===== config.mk =====
export PLATFORM = sky130hd
export DESIGN_NAME = codec_clock_pll_init
export DESIGN_NICKNAME = d
export VERILOG_FILES = /design/src/pkg/codec_clk_pkg.sv /design/src/rtl/codec_pll_model.sv /design/src/rtl/codec_clock_pll_init.sv
export SDC_FILE = /design/constraint.sdc
export NUM_CORES = 1
export LEC_CHECK = 0
export ABC_AREA = 1
export BUFFER_PORTS_ARGS = -buffer_cell sky130_fd_sc_hd__buf_2
export CAP_MARGIN = 30
export CORE_ASPECT_RATIO = 1.5
export CORE_MARGIN = 3
export CORE_UTILIZATION = 49
export CTS_BUF_LIST = sky130_fd_sc_hd__clkbuf_8
export CTS_CLUSTER_SIZE = 24
export DETAILED_ROUTE_END_ITERATION = 7
export PLACE_DENSITY = 0.65
export SLEW_MARGIN = 20
export SYNTH_ARGS = -nofsm -noshare
export SYNTH_HDL_FRONTEND = slang
export SYNTH_HIERARCHICAL = 1
export SYNTH_SLANG_ARGS = --single-unit

===== constraint.sdc =====
create_clock -name ref_clk -period 7.4 [get_ports ref_clk]
set_clock_uncertainty 0.05 [all_clocks]
set_input_delay 1.48 -clock ref_clk [delete_from_list [all_inputs] [get_ports ref_clk]]
set_output_delay 1.48 -clock ref_clk [all_outputs]
set_load 0.1 [all_outputs]

===== src/pkg/codec_clk_pkg.sv =====
`default_nettype none
package codec_clk_pkg;
   localparam logic [15:0] ADDR_CLOCK_CONTROL = 16'h0000;
   localparam logic [15:0] ADDR_PLL_PARAM_FIRST = 16'h0001;
   localparam logic [15:0] ADDR_SYNTH_PARAM_TOP = 16'h0005;
   localparam logic [15:0] ADDR_PLL_STATUS = 16'h0006;
   localparam logic [15:0] ADDR_CORE_RUN_CONTROL = 16'h0009;
   localparam logic [15:0] ADDR_OPEN_LAST = 16'h0006;

   localparam logic [7:0] RST_CLOCK_CONTROL = 8'h00;
   localparam logic [7:0] RST_PLL_PARAM = 8'h00;
   localparam logic [7:0] RST_CORE_RUN_CONTROL = 8'h00;
   localparam logic [7:0] MASK_CLOCK_CONTROL = 8'h9F;
   localparam logic [7:0] MASK_SYNTH_PARAM_TOP = 8'h7F;
   localparam logic [7:0] MASK_CORE_RUN_CONTROL = 8'h31;

   localparam int CORE_RUN_BIT = 0;
   localparam int DAC_ROUTE_A_BIT = 4;
   localparam int DAC_ROUTE_B_BIT = 5;
   localparam int PARAM_COUNT = 5;

   localparam int CLK_KHZ = 125000;
   localparam int POR_TIME_MS = 12;
   localparam int POR_CYCLES = POR_TIME_MS * CLK_KHZ;
   localparam int LOCK_EDGES = 1024;

   typedef struct packed {
      logic pllEnable;
      logic [1:0] spare;
      logic xtalSelect;
      logic clockOriginSelect;
      logic coreClockHalveSelect;
      logic masterClockHalveSelect;
      logic coreClockGateOn;
   } clkCtrl_type;

   typedef struct packed {
      logic [15:0] den;
      logic [15:0] num;
      logic [3:0] intFactor;
      logic [1:0] preDiv;
      logic fracMode;
   } pllCfg_type;

   typedef struct packed {
      logic [15:0] addr;
      logic wr;
      logic rd;
      logic [7:0] wdata;
   } regReq_type;
endpackage : codec_clk_pkg
`default_nettype wire


===== src/rtl/codec_pll_model.sv =====
`timescale 1ns/1ps
`default_nettype none
module codec_pll_model #(
   parameter int LockEdges = codec_clk_pkg::LOCK_EDGES
) (
   input wire logic ref_clk,
   input wire logic rst,
   input wire logic refEdge,
   input wire logic enable,
   input wire codec_clk_pkg::pllCfg_type cfg,
   output logic locked,
   output logic pllTick
);
   logic [1:0] preCnt_r, preCnt_nxt;
   logic [23:0] acc_r, acc_nxt;
   logic [15:0] lockCnt_r, lockCnt_nxt;
   logic locked_r, locked_nxt;
   logic tick_r, tick_nxt;
   codec_clk_pkg::pllCfg_type cfgSeen_r;
   logic divEdge;
   logic useFrac;
   logic [23:0] step;
   logic [23:0] thr;

   always_comb begin
      divEdge = refEdge && (preCnt_r == cfg.preDiv);
      preCnt_nxt = preCnt_r;
      if (!enable) begin
         preCnt_nxt = 2'h0;
      end else if (refEdge) begin
         preCnt_nxt = divEdge ? 2'h0 : preCnt_r + 2'h1;
      end
      // zero denominator falls back to integer so the accumulator cannot stall
      useFrac = cfg.fracMode && (cfg.den != 16'h0000);
      if (useFrac) begin
         step = 24'(cfg.intFactor) * 24'(cfg.den) + 24'(cfg.num);
         thr = {7'h00, cfg.den, 1'b0};
      end else begin
         step = 24'(cfg.intFactor);
         thr = 24'h000002;
      end
      tick_nxt = enable && (acc_r >= thr);
      acc_nxt = acc_r + (divEdge ? step : 24'h000000) - (tick_nxt ? thr : 24'h000000);
      if (!enable) begin
         acc_nxt = 24'h000000;
      end
      lockCnt_nxt = lockCnt_r;
      locked_nxt = locked_r;
      if (!enable || (cfg != cfgSeen_r)) begin
         lockCnt_nxt = 16'h0000;
         locked_nxt = 1'b0;
      end else if (divEdge && !locked_r) begin
         lockCnt_nxt = lockCnt_r + 16'h0001;
         locked_nxt = (lockCnt_r == 16'(LockEdges - 1));
      end
   end

   always_ff @(posedge ref_clk or posedge rst) begin
      if (rst) begin
         preCnt_r <= 2'h0;
         acc_r <= 24'h000000;
         lockCnt_r <= 16'h0000;
         locked_r <= 1'b0;
         tick_r <= 1'b0;
         cfgSeen_r <= '0;
      end else begin
         preCnt_r <= preCnt_nxt;
         acc_r <= acc_nxt;
         lockCnt_r <= lockCnt_nxt;
         locked_r <= locked_nxt;
         tick_r <= tick_nxt;
         cfgSeen_r <= cfg;
      end
   end

   assign locked = locked_r;
   assign pllTick = tick_r;
endmodule : codec_pll_model
`default_nettype wire


===== src/rtl/codec_clock_pll_init.sv =====
`timescale 1ns/1ps
`default_nettype none
module codec_clock_pll_init #(
   parameter int PowerUpCycles = codec_clk_pkg::POR_CYCLES,
   parameter int LockEdges = codec_clk_pkg::LOCK_EDGES
) (
   input wire logic ref_clk,
   input wire logic rst,
   input wire logic referenceClockPin,
   input wire logic xtalClockPin,
   input wire codec_clk_pkg::regReq_type regReq,
   output logic [7:0] regRdData,
   output logic regRdValid,
   output logic regDenied,
   output logic internalResetActive,
   output logic xtalOscEnable,
   output logic masterClockTick,
   output logic coreClockTick,
   output logic pllLocked,
   output logic coreRun,
   output logic [1:0] dacRouteSelect
);
   function automatic logic halve(input logic divByOne, input logic phase);
      halve = divByOne | phase;
   endfunction : halve

   // synchronisers and edge detect for the clock pins
   logic [1:0] refSync_r, refSync_nxt;
   logic [1:0] xtalSync_r, xtalSync_nxt;
   logic refPrev_r, refPrev_nxt;
   logic xtalPrev_r, xtalPrev_nxt;

   // power-up reset timer
   logic [31:0] porCount_r, porCount_nxt;
   logic porActive_r, porActive_nxt;

   // register file
   codec_clk_pkg::clkCtrl_type clkCtrl_r, clkCtrl_nxt;
   logic [codec_clk_pkg::PARAM_COUNT-1:0][7:0] pllParam_r, pllParam_nxt;
   logic [7:0] coreRunCtrl_r, coreRunCtrl_nxt;
   logic [7:0] rdData_r, rdData_nxt;
   logic rdValid_r, rdValid_nxt;
   logic denied_r, denied_nxt;

   // clock dividers
   logic phase_r, phase_nxt;
   logic masterTick_r, masterTick_nxt;
   logic coreTick_r, coreTick_nxt;

   logic refEdge;
   logic selEdge;
   logic srcTick;
   logic pllTick;
   logic lockDet;
   logic accessOpen;
   logic inOpenRange;
   logic [15:0] paramIdx;
   codec_clk_pkg::pllCfg_type pllCfg;

   always_comb begin
      refSync_nxt = {refSync_r[0], referenceClockPin};
      xtalSync_nxt = {xtalSync_r[0], xtalClockPin};
      refPrev_nxt = refSync_r[1];
      xtalPrev_nxt = xtalSync_r[1];
   end

   always_ff @(posedge ref_clk or posedge rst) begin
      if (rst) begin
         refSync_r <= 2'h0;
         xtalSync_r <= 2'h0;
         refPrev_r <= 1'b0;
         xtalPrev_r <= 1'b0;
      end else begin
         refSync_r <= refSync_nxt;
         xtalSync_r <= xtalSync_nxt;
         refPrev_r <= refPrev_nxt;
         xtalPrev_r <= xtalPrev_nxt;
      end
   end

   always_comb begin
      porCount_nxt = porCount_r;
      porActive_nxt = porActive_r;
      if (porActive_r) begin
         porCount_nxt = porCount_r + 32'h00000001;
         porActive_nxt = (porCount_r != 32'(PowerUpCycles - 1));
      end
   end

   always_ff @(posedge ref_clk or posedge rst) begin
      if (rst) begin
         porCount_r <= 32'h00000000;
         porActive_r <= 1'b1;
      end else begin
         porCount_r <= porCount_nxt;
         porActive_r <= porActive_nxt;
      end
   end

   // crystal path has no edges until the oscillator is running
   assign refEdge = refSync_r[1] & ~refPrev_r;
   assign selEdge = clkCtrl_r.xtalSelect ? (xtalSync_r[1] & ~xtalPrev_r) : refEdge;

   // one driver for the whole config: den hi/lo, num hi/lo, then top byte fields
   assign pllCfg = {pllParam_r[0], pllParam_r[1], pllParam_r[2], pllParam_r[3],
                    pllParam_r[4][6:0]};

   codec_pll_model #(
      .LockEdges(LockEdges)
   ) pll (
      .ref_clk(ref_clk),
      .rst(rst),
      .refEdge(selEdge),
      .enable(clkCtrl_r.pllEnable),
      .cfg(pllCfg),
      .locked(lockDet),
      .pllTick(pllTick)
   );

   assign accessOpen = clkCtrl_r.coreClockGateOn & lockDet;
   assign inOpenRange = regReq.addr <= codec_clk_pkg::ADDR_OPEN_LAST;
   assign paramIdx = regReq.addr - codec_clk_pkg::ADDR_PLL_PARAM_FIRST;

   always_comb begin
      clkCtrl_nxt = clkCtrl_r;
      pllParam_nxt = pllParam_r;
      coreRunCtrl_nxt = coreRunCtrl_r;
      rdData_nxt = 8'h00;
      rdValid_nxt = 1'b0;
      denied_nxt = 1'b0;
      if (porActive_r) begin
         // port is dead while the internal reset holds
         clkCtrl_nxt = codec_clk_pkg::RST_CLOCK_CONTROL;
         pllParam_nxt = {codec_clk_pkg::PARAM_COUNT{codec_clk_pkg::RST_PLL_PARAM}};
         coreRunCtrl_nxt = codec_clk_pkg::RST_CORE_RUN_CONTROL;
      end else if (regReq.wr || regReq.rd) begin
         if (!inOpenRange && !accessOpen) begin
            denied_nxt = 1'b1;
         end else begin
            rdValid_nxt = regReq.rd;
            case (regReq.addr)
               codec_clk_pkg::ADDR_CLOCK_CONTROL: begin
                  rdData_nxt = clkCtrl_r;
                  if (regReq.wr) begin
                     // source select may change at any time
                     clkCtrl_nxt = regReq.wdata & codec_clk_pkg::MASK_CLOCK_CONTROL;
                  end
               end
               codec_clk_pkg::ADDR_PLL_STATUS: begin
                  rdData_nxt = {7'h00, lockDet};
               end
               codec_clk_pkg::ADDR_CORE_RUN_CONTROL: begin
                  rdData_nxt = coreRunCtrl_r;
                  if (regReq.wr) begin
                     coreRunCtrl_nxt = regReq.wdata & codec_clk_pkg::MASK_CORE_RUN_CONTROL;
                  end
               end
               default: begin
                  if (regReq.addr >= codec_clk_pkg::ADDR_PLL_PARAM_FIRST &&
                      regReq.addr <= codec_clk_pkg::ADDR_SYNTH_PARAM_TOP) begin
                     rdData_nxt = pllParam_r[paramIdx[2:0]];
                     if (regReq.wr) begin
                        pllParam_nxt[paramIdx[2:0]] = regReq.wdata;
                        if (regReq.addr == codec_clk_pkg::ADDR_SYNTH_PARAM_TOP) begin
                           pllParam_nxt[paramIdx[2:0]] =
                              regReq.wdata & codec_clk_pkg::MASK_SYNTH_PARAM_TOP;
                        end
                     end
                  end
               end
            endcase
            // write-only cycles keep the read bus at zero
            if (!regReq.rd) begin
               rdData_nxt = 8'h00;
            end
         end
      end
   end

   always_ff @(posedge ref_clk or posedge rst) begin
      if (rst) begin
         clkCtrl_r <= codec_clk_pkg::RST_CLOCK_CONTROL;
         pllParam_r <= {codec_clk_pkg::PARAM_COUNT{codec_clk_pkg::RST_PLL_PARAM}};
         coreRunCtrl_r <= codec_clk_pkg::RST_CORE_RUN_CONTROL;
         rdData_r <= 8'h00;
         rdValid_r <= 1'b0;
         denied_r <= 1'b0;
      end else begin
         clkCtrl_r <= clkCtrl_nxt;
         pllParam_r <= pllParam_nxt;
         coreRunCtrl_r <= coreRunCtrl_nxt;
         rdData_r <= rdData_nxt;
         rdValid_r <= rdValid_nxt;
         denied_r <= denied_nxt;
      end
   end

   // bypass takes the selected pin edges (reference or crystal) directly; no lock check on purpose
   assign srcTick = clkCtrl_r.clockOriginSelect ? pllTick : selEdge;

   always_comb begin
      phase_nxt = srcTick ? ~phase_r : phase_r;
      masterTick_nxt = clkCtrl_r.coreClockGateOn & srcTick &
                       halve(clkCtrl_r.masterClockHalveSelect, phase_r);
      coreTick_nxt = clkCtrl_r.coreClockGateOn & srcTick &
                     halve(clkCtrl_r.coreClockHalveSelect, phase_r);
   end

   always_ff @(posedge ref_clk or posedge rst) begin
      if (rst) begin
         phase_r <= 1'b0;
         masterTick_r <= 1'b0;
         coreTick_r <= 1'b0;
      end else begin
         phase_r <= phase_nxt;
         masterTick_r <= masterTick_nxt;
         coreTick_r <= coreTick_nxt;
      end
   end

   assign regRdData = rdData_r;
   assign regRdValid = rdValid_r;
   assign regDenied = denied_r;
   assign internalResetActive = porActive_r;
   assign xtalOscEnable = clkCtrl_r.coreClockGateOn & clkCtrl_r.xtalSelect;
   assign masterClockTick = masterTick_r;
   assign coreClockTick = coreTick_r;
   assign pllLocked = lockDet;
   assign coreRun = coreRunCtrl_r[codec_clk_pkg::CORE_RUN_BIT];
   assign dacRouteSelect = {coreRunCtrl_r[codec_clk_pkg::DAC_ROUTE_B_BIT],
                            coreRunCtrl_r[codec_clk_pkg::DAC_ROUTE_A_BIT]};
endmodule : codec_clock_pll_init
`default_nettype wire


==> impl_metrics.ini, run 1 <==
[final_layout]
final_nets = 2339
drive_above_1_share_pct = 7.29
stdcell_count = 2577
design_area_um2 = 15800
n_antenna_cell = 0
syn2layout_area_growth_pct = 5.23

[place]
place_congestion = 0.971
hpwl_mm = 30.9
port_buffers = 47
dpl_cell_area_um2 = 15400
dp_cells = 2545

[worst_setup_path]
crit_fanout = 23
ff2ff_path_depth = 28
crit_type = reg -> reg
ff2ff_setup_slack_ps = 1420
r2r-start = pllCfg[5]
start_kind = register
endpoint_kind = register
cpPeakStageDelay_ps = 870
crit_required_ps = 7760
cp.arrival_ps = 6340
worstReg2RegEnd = pll/acc_r[17]
cp_slowest_cell = dfrtp_1
worst_path_most_repeated_cell = nand2_1

[cts]
hold_buffers = 0
post_cts_buffers = 0
postCtsResizedCells = 0
numCtsBuffers = 17
root_buffer = clkbuf_8
clock_sinks = 184
clk_path_buf_depth = 2
htreeDepth = 4
clk-insertion-delay-late_ps = 520
cts_tree = built
path_clk_slew_ps = 110

[floorplan]
die_h_um = 221
io_pins = 48
fp.dieArea_um2 = 32900
core-area_um2 = 29900
die_x_um = 149
std_cell_rows = 77
initial_utilization_pct = 50.3

[route]
drc = 0
drtAntennaViolNets = 0
drtIter0Drc = 785
wire_per_inst_um = 15.5
wl_mm = 39.9
dr.pass1.iters = 5
vias = 13300
via_per_inst = 5.14

[yosys]
synth_area_leaders = dfrtp_1, nand2_1, inv_1, fa_1, ha_1
synth.area.mux_share_pct = 0
yosysTopAreaCell = dfrtp_1
synth_top_cell_area_share_pct = 30.5
synth-compound-area-share_pct = 7.71
synth_cell_types = 46
netlist_area_um2 = 15000
ys_warn_count = 6
synth-simple-area-share_pct = 31.0
syn_avg_cell_area_um2 = 6.99
synth_top_family_by_area = simple AND/OR/NAND/NOR gates
ys_seq_area_share_pct = 30.6
synth_nets = 2321
synth-edff-count = 0
synthFlopType = dfrtp_1
synthCells = 2151
synth_fa_ha_area_share_pct = 14.6
ys_async_sr_fraction_pct = 100
synth-xor-area-share_pct = 2.56
ys_ff_latch = 184

[sta]
slew-limit-headroom_pct = 40.7
rsz0062_at_grt = no
timing.fmax_mhz = 167
setup-tns-final_ps = 0
tightest_slew_ps = 890
setup_viol = 0
slew_viol_final = 0
hold_violations = 0
post-route-period-util_pct = 80.8
period_minus_slack_ps = 5980

[run_status]
run_status = finished, final reports clean

[grt]
grt_overflow = 0
grt_pass1_vias = 13100
grt_max_degree = 74
grtUsageTotal_pct = 25.1
grt_first_pass_wirelength_mm = 65.2
antenna_found_initial = 0

[job]
cap_viol_max_count = 0

[worst_hold_path]
min_path_cells = 0
min-delay-start = refSync_r[0]
min_to = refSync_r[1]
hold_path.class = reg -> reg

[power]
ir_drop_mv = 0.140
p_leak_nw = 9.08
power.density_nw_per_um2 = 114
worst max-delay path, delay by kind of cell (launching register included):
kind | cells | cell delay [ps]
AOI/OAI and AO/OA | 3 | 520
adders and majority gates | 6 | 2690
buffers and inverters | 5 | 300
DFF | 1 | 870
and+or+nand+nor | 14 | 1440
layout by cell type (no fill, tap or decap), types with 6 or more instances in the layout:
| cell | instances |
|---|---|
| nand3_2 | 17 |
| nor2_1 | 188 |
| nor4_1 | 9 |
| fa_1 | 59 |
| nand2_1 | 576 |
| nand4_1 | 25 |
| or2_2 | 8 |
| inv_1 | 428 |
| dfrtp_1 | 183 |
| nor2_2 | 10 |
| a21o_1 | 6 |
| nand3b_1 | 8 |
| clkbuf_8 | 18 |
| nand3_1 | 173 |
| xnor2_1 | 14 |
| nand2_2 | 11 |
| o21ai_1 | 14 |
| o21ai_0 | 106 |
| ha_1 | 81 |
| xor2_1 | 30 |
| buf_2 | 47 |
| inv_2 | 13 |
| nor3_1 | 21 |
| a21oi_1 | 78 |
worst max path at each step:
stage | slack, ps | from | cells past startpoint | end
CTS | 1470 | pllCfg[6] | 27 | pll/acc_r[17]
global route | 930 | pllCfg[5] | 26 | pll/acc_r[14]
detailed placement | 1490 | pllCfg[6] | 27 | pll/acc_r[17]
finish | 1420 | pllCfg[5] | 28 | pll/acc_r[17]
floorplan | 2090 | pllCfg[5] | 29 | pll/acc_r[22]
global placement | 1620 | pllCfg[5] | 26 | pll/acc_r[14]
per-stage QoR:
stage	power [mW]	setup slack (ps)	util (%)	hold slack (ps)
6_report	1.80	1420	53.0	310
5_1_grt	1.87	934	53.0	322
4_1_cts	1.82	1470	53.0	311
3_5_place_dp	1.14	1490	51.7	287
3_3_place_gp	1.14	1620	51.7	286
2_1_floorplan	1.11	2090	-	281
power breakdown:
part	switching [mW]	total [mW]	leakage, nW	internal, mW
Clock	0.424	0.680	0.195	0.256
Combinational	0.0778	0.104	6.34	0.0262
Sequential	0.00341	1.01	2.55	1.01
layout make-up:
cell class                      instances  area, µm²
Multi-Input combinational cell       1470       8400
Clock buffer                           18        248
Inverter                              444       1670
Fill cell                            2976      14000
Sequential cell                       184       4610
Clock inverter                         14        131
Tap cell                              395        494
Timing Repair Buffer                   52        273
kinds of logic after synthesis:
| kind of cell | Yosys count |
|---|---|
| AND/OR/NAND/NOR | 1065 |
| buffers and inverters | 497 |
| AO/OA/AOI/OAI | 221 |
| flip-flops | 184 |
| adder cells (fa/ha/maj) | 140 |
| XOR/XNOR | 44 |
sequential cells by signal, indices dropped and copies added (netlist names), 2 cells and up:
signal / cells
xtalSync_r: 2
pll/preCnt_r: 2
regRdData: 8
coreRunCtrl_r: 3
clkCtrl_r: 6
porCount_r: 32
pll/acc_r: 24
pll/cfgSeen_r: 39
pll/lockCnt_r: 16
pllCfg: 39
refSync_r: 2
Yosys cell counts (14+ instances only):
master,number
xnor2_1,14
inv_1,431
dfrtp_1,183
nand3_1,173
nand2_1,576
o21ai_0,106
nand3_2,17
ha_1,81
nor2_1,188
buf_6,15
fa_1,59
xor2_1,30
buf_2,15
nor3_1,21
a21oi_1,78
nand4_1,25
o21ai_1,14
layer usage:
metal / up-vias / track usage [%] / wire length [µm]
met5: - / 0 / 0
met4: 0 / 12.2 / 1870
met3: 88 / 3.56 / 1390
met2: 288 / 45.7 / 20800
met1: 6226 / 28.7 / 15800
li1: 6655 / - / -
No activity file was read; power rests on OpenSTA's default activity.
==> run 2: changes to the inputs <==
ABC_AREA = 0   (was 1)
clock period = 5.92 ns   (was 7.4 ns; I/O delays follow)
==> impl_metrics.ini, run 2 <==
[yosys]
ys_ff_latch = 184
synthCells = 1354
yosysTopAreaCell = dfrtp_1
synth-edff-count = 0
ys_async_sr_fraction_pct = 100
synth_common_cells = dfrtp_1, inv_1, nand2_1, nor2_1, ha_1
ys_seq_area_share_pct = 35.9
ys_warn_count = 6
synth_nets = 1524
synth_area_leaders = dfrtp_1, fa_1, ha_1, xnor2_1, inv_1
synth_cell_types = 66
netlist_area_um2 = 12800
synth_most_common_cell = dfrtp_1
synthFlopType = dfrtp_1
synth_top_cell_area_share_pct = 35.7
syn_avg_cell_area_um2 = 9.47

[floorplan]
std_cell_rows = 71
core-area_um2 = 25400
die_x_um = 138
die_h_um = 204
initial_utilization_pct = 50.5
fp.dieArea_um2 = 28200
io_pins = 48

[worst_hold_path]
min_to = xtalSync_r[1]
hold_path.class = reg -> reg
min-delay-start = xtalSync_r[0]
min_path_cells = 0

[final_layout]
mostFrequentLayoutCells = dfrtp_1, inv_1, buf_4
drive_above_1_share_pct = 20.3
final_nets = 1682
syn2layout_area_growth_pct = 18.5
stdcell_count = 1853
design_area_um2 = 15200
n_antenna_cell = 0
final_common_cell = dfrtp_1

[sta]
period_minus_slack_ps = 5910
tightest_slew_ps = 974
timing.fmax_mhz = 169
hold_violations = 0
slew_viol_final = 0
setup_viol = 0
post-route-period-util_pct = 99.8
rsz0062_at_grt = yes
slew-limit-headroom_pct = 34.6

[job]
cap_viol_max_count = 0

[grt]
grt_pass1_vias = 10500
grt_overflow = 0
antenna_found_initial = 0
grtUsageTotal_pct = 24.3
grt_first_pass_wirelength_mm = 54.7
grt_max_degree = 55

[cts]
htreeDepth = 4
clk-insertion-delay-late_ps = 480
clk_path_buf_depth = 2
hold_buffers = 0
root_buffer = clkbuf_8
cts_tree = built
numCtsBuffers = 17
path_clk_slew_ps = 110
clock_sinks = 184

[worst_setup_path]
start_kind = register
crit_fanout = 7
crit_required_ps = 6280
r2r-start = pllCfg[6]
worstReg2RegEnd = pll/acc_r[20]
cp.arrival_ps = 6270
ff2ff_setup_slack_ps = 10
endpoint_kind = register
crit_type = reg -> reg
ff2ff_path_depth = 26

[power]
power.density_nw_per_um2 = 149
p_leak_nw = 7.67
ir_drop_mv = 0.187
seqPwrFrac_pct = 55.9
p_switching_mw = 0.619
clkPwrFrac_pct = 39.5
pwr-share-comb_pct = 4.6
p_int_mw = 1.65
swShare_pct = 27.3

[route]
drc = 0
via_per_inst = 5.53
dr.pass1.iters = 5
wire_per_inst_um = 18.4
drtAntennaViolNets = 0
wl_mm = 34.0
vias = 10200
drtIter0Drc = 545

[place]
dp_cells = 1809
port_buffers = 47
hpwl_mm = 25.4
place_congestion = 0.878
dpl_cell_area_um2 = 14300

[run_status]
run_status = finished, final reports clean
==> run 2: kinds of logic (layout without fill, tap and decap cells) <==
kind of cell             count (synthesis)  count (layout)  share of synthesized area (%)
AO/OA/AOI/OAI                          183             183                           9.01
AND/OR/NAND/NOR                        481             481                           20.0
buffers and inverters                  197             368                           5.87
XOR/XNOR                               115             115                           7.85
adder cells (fa/ha/maj)                140             140                           17.1
flip-flops                             184             184                           35.9
multiplexers                            54              54                           4.26
==> run 2: area by class of cell <==
cell class / instances / area (µm²)
fill: 2265 / 10200
multi-input combinational: 973 / 7930
sequential: 184 / 4610
timing repair buffer: 179 / 1240
inverter: 157 / 593
tap: 328 / 410
clock buffer: 17 / 234
clock inverter: 15 / 181
==> run 2: worst max-delay path by stage <==
stage               from             to  slack [ps]
2_1_floorplan  pllCfg[5]  pll/acc_r[22]           2
3_3_place_gp   pllCfg[6]  pll/acc_r[23]         -50
3_5_place_dp   pllCfg[6]  pll/acc_r[23]        -160
4_1_cts        pllCfg[4]  pll/acc_r[21]           2
5_1_grt        pllCfg[6]  pll/acc_r[20]        -230
6_report       pllCfg[6]  pll/acc_r[20]          10
==> run 2: power by group through the flow <==
stage	registers, mW	clock network (mW)	logic (mW)
after floorplan	1.29	0	0.0608
after global placement	1.29	0	0.103
after detailed placement	1.29	0	0.104
after CTS	1.27	0.917	0.104
after global routing	1.27	0.966	0.115
final	1.27	0.895	0.104
==> run 2: timing repair <==
item	4_1_cts	5_1_grt
setup endpoints to repair	13	13
hold endpoints to repair	0	0
pin swaps	12	66
resized for setup	19	66
setup buffers	5	7
==> run 2: worst max-delay path: stages, from the launching register on <==
cell	delay, ps
dfrtp_2	480
and2_4	160
fa_1	490
fa_1	530
inv_2	40
fa_1	510
inv_2	40
ha_4	230
a21oi_4	170
o22ai_4	100
a2111oi_4	280
buf_4	190
o311ai_4	110
buf_4	160
nor4_4	170
nor2_1	100
xor2_1	170
nand2_1	90
fa_1	500
inv_2	50
ha_4	290
and3_4	200
nand2_2	60
o21ai_2	180
o211ai_1	140
nor3b_2	180
nor3_2	180
==> run 2: stage by stage <==
| stage | utilization [%] | total power [mW] | setup TNS [ps] | hold slack, ps | worst slack, ps |
|---|---|---|---|---|---|
| final | 59.8 | 2.27 | 0 | 318 | 10.5 |
| after global routing | 59.8 | 2.35 | -1250 | 329 | -232 |
| after CTS | 58.5 | 2.29 | 0 | 322 | 1.81 |
| after detailed placement | 56.3 | 1.39 | -1070 | 295 | -156 |
| after global placement | 56.3 | 1.39 | -133 | 288 | -54.1 |
| after floorplan | - | 1.35 | 0 | 281 | 1.78 |
==> run 2: metal layers <==
layer / wire length (µm) / global-route usage [%] / part of all wire (%) / vias up
li1: - / - / - / 4852
met4: 1400 / 10.3 / 4.1 / 0
met2: 18100 / 45.3 / 53 / 270
met1: 13400 / 28.0 / 39 / 5047
met5: 0 / 0 / 0 / -
met3: 1040 / 2.93 / 3.1 / 72
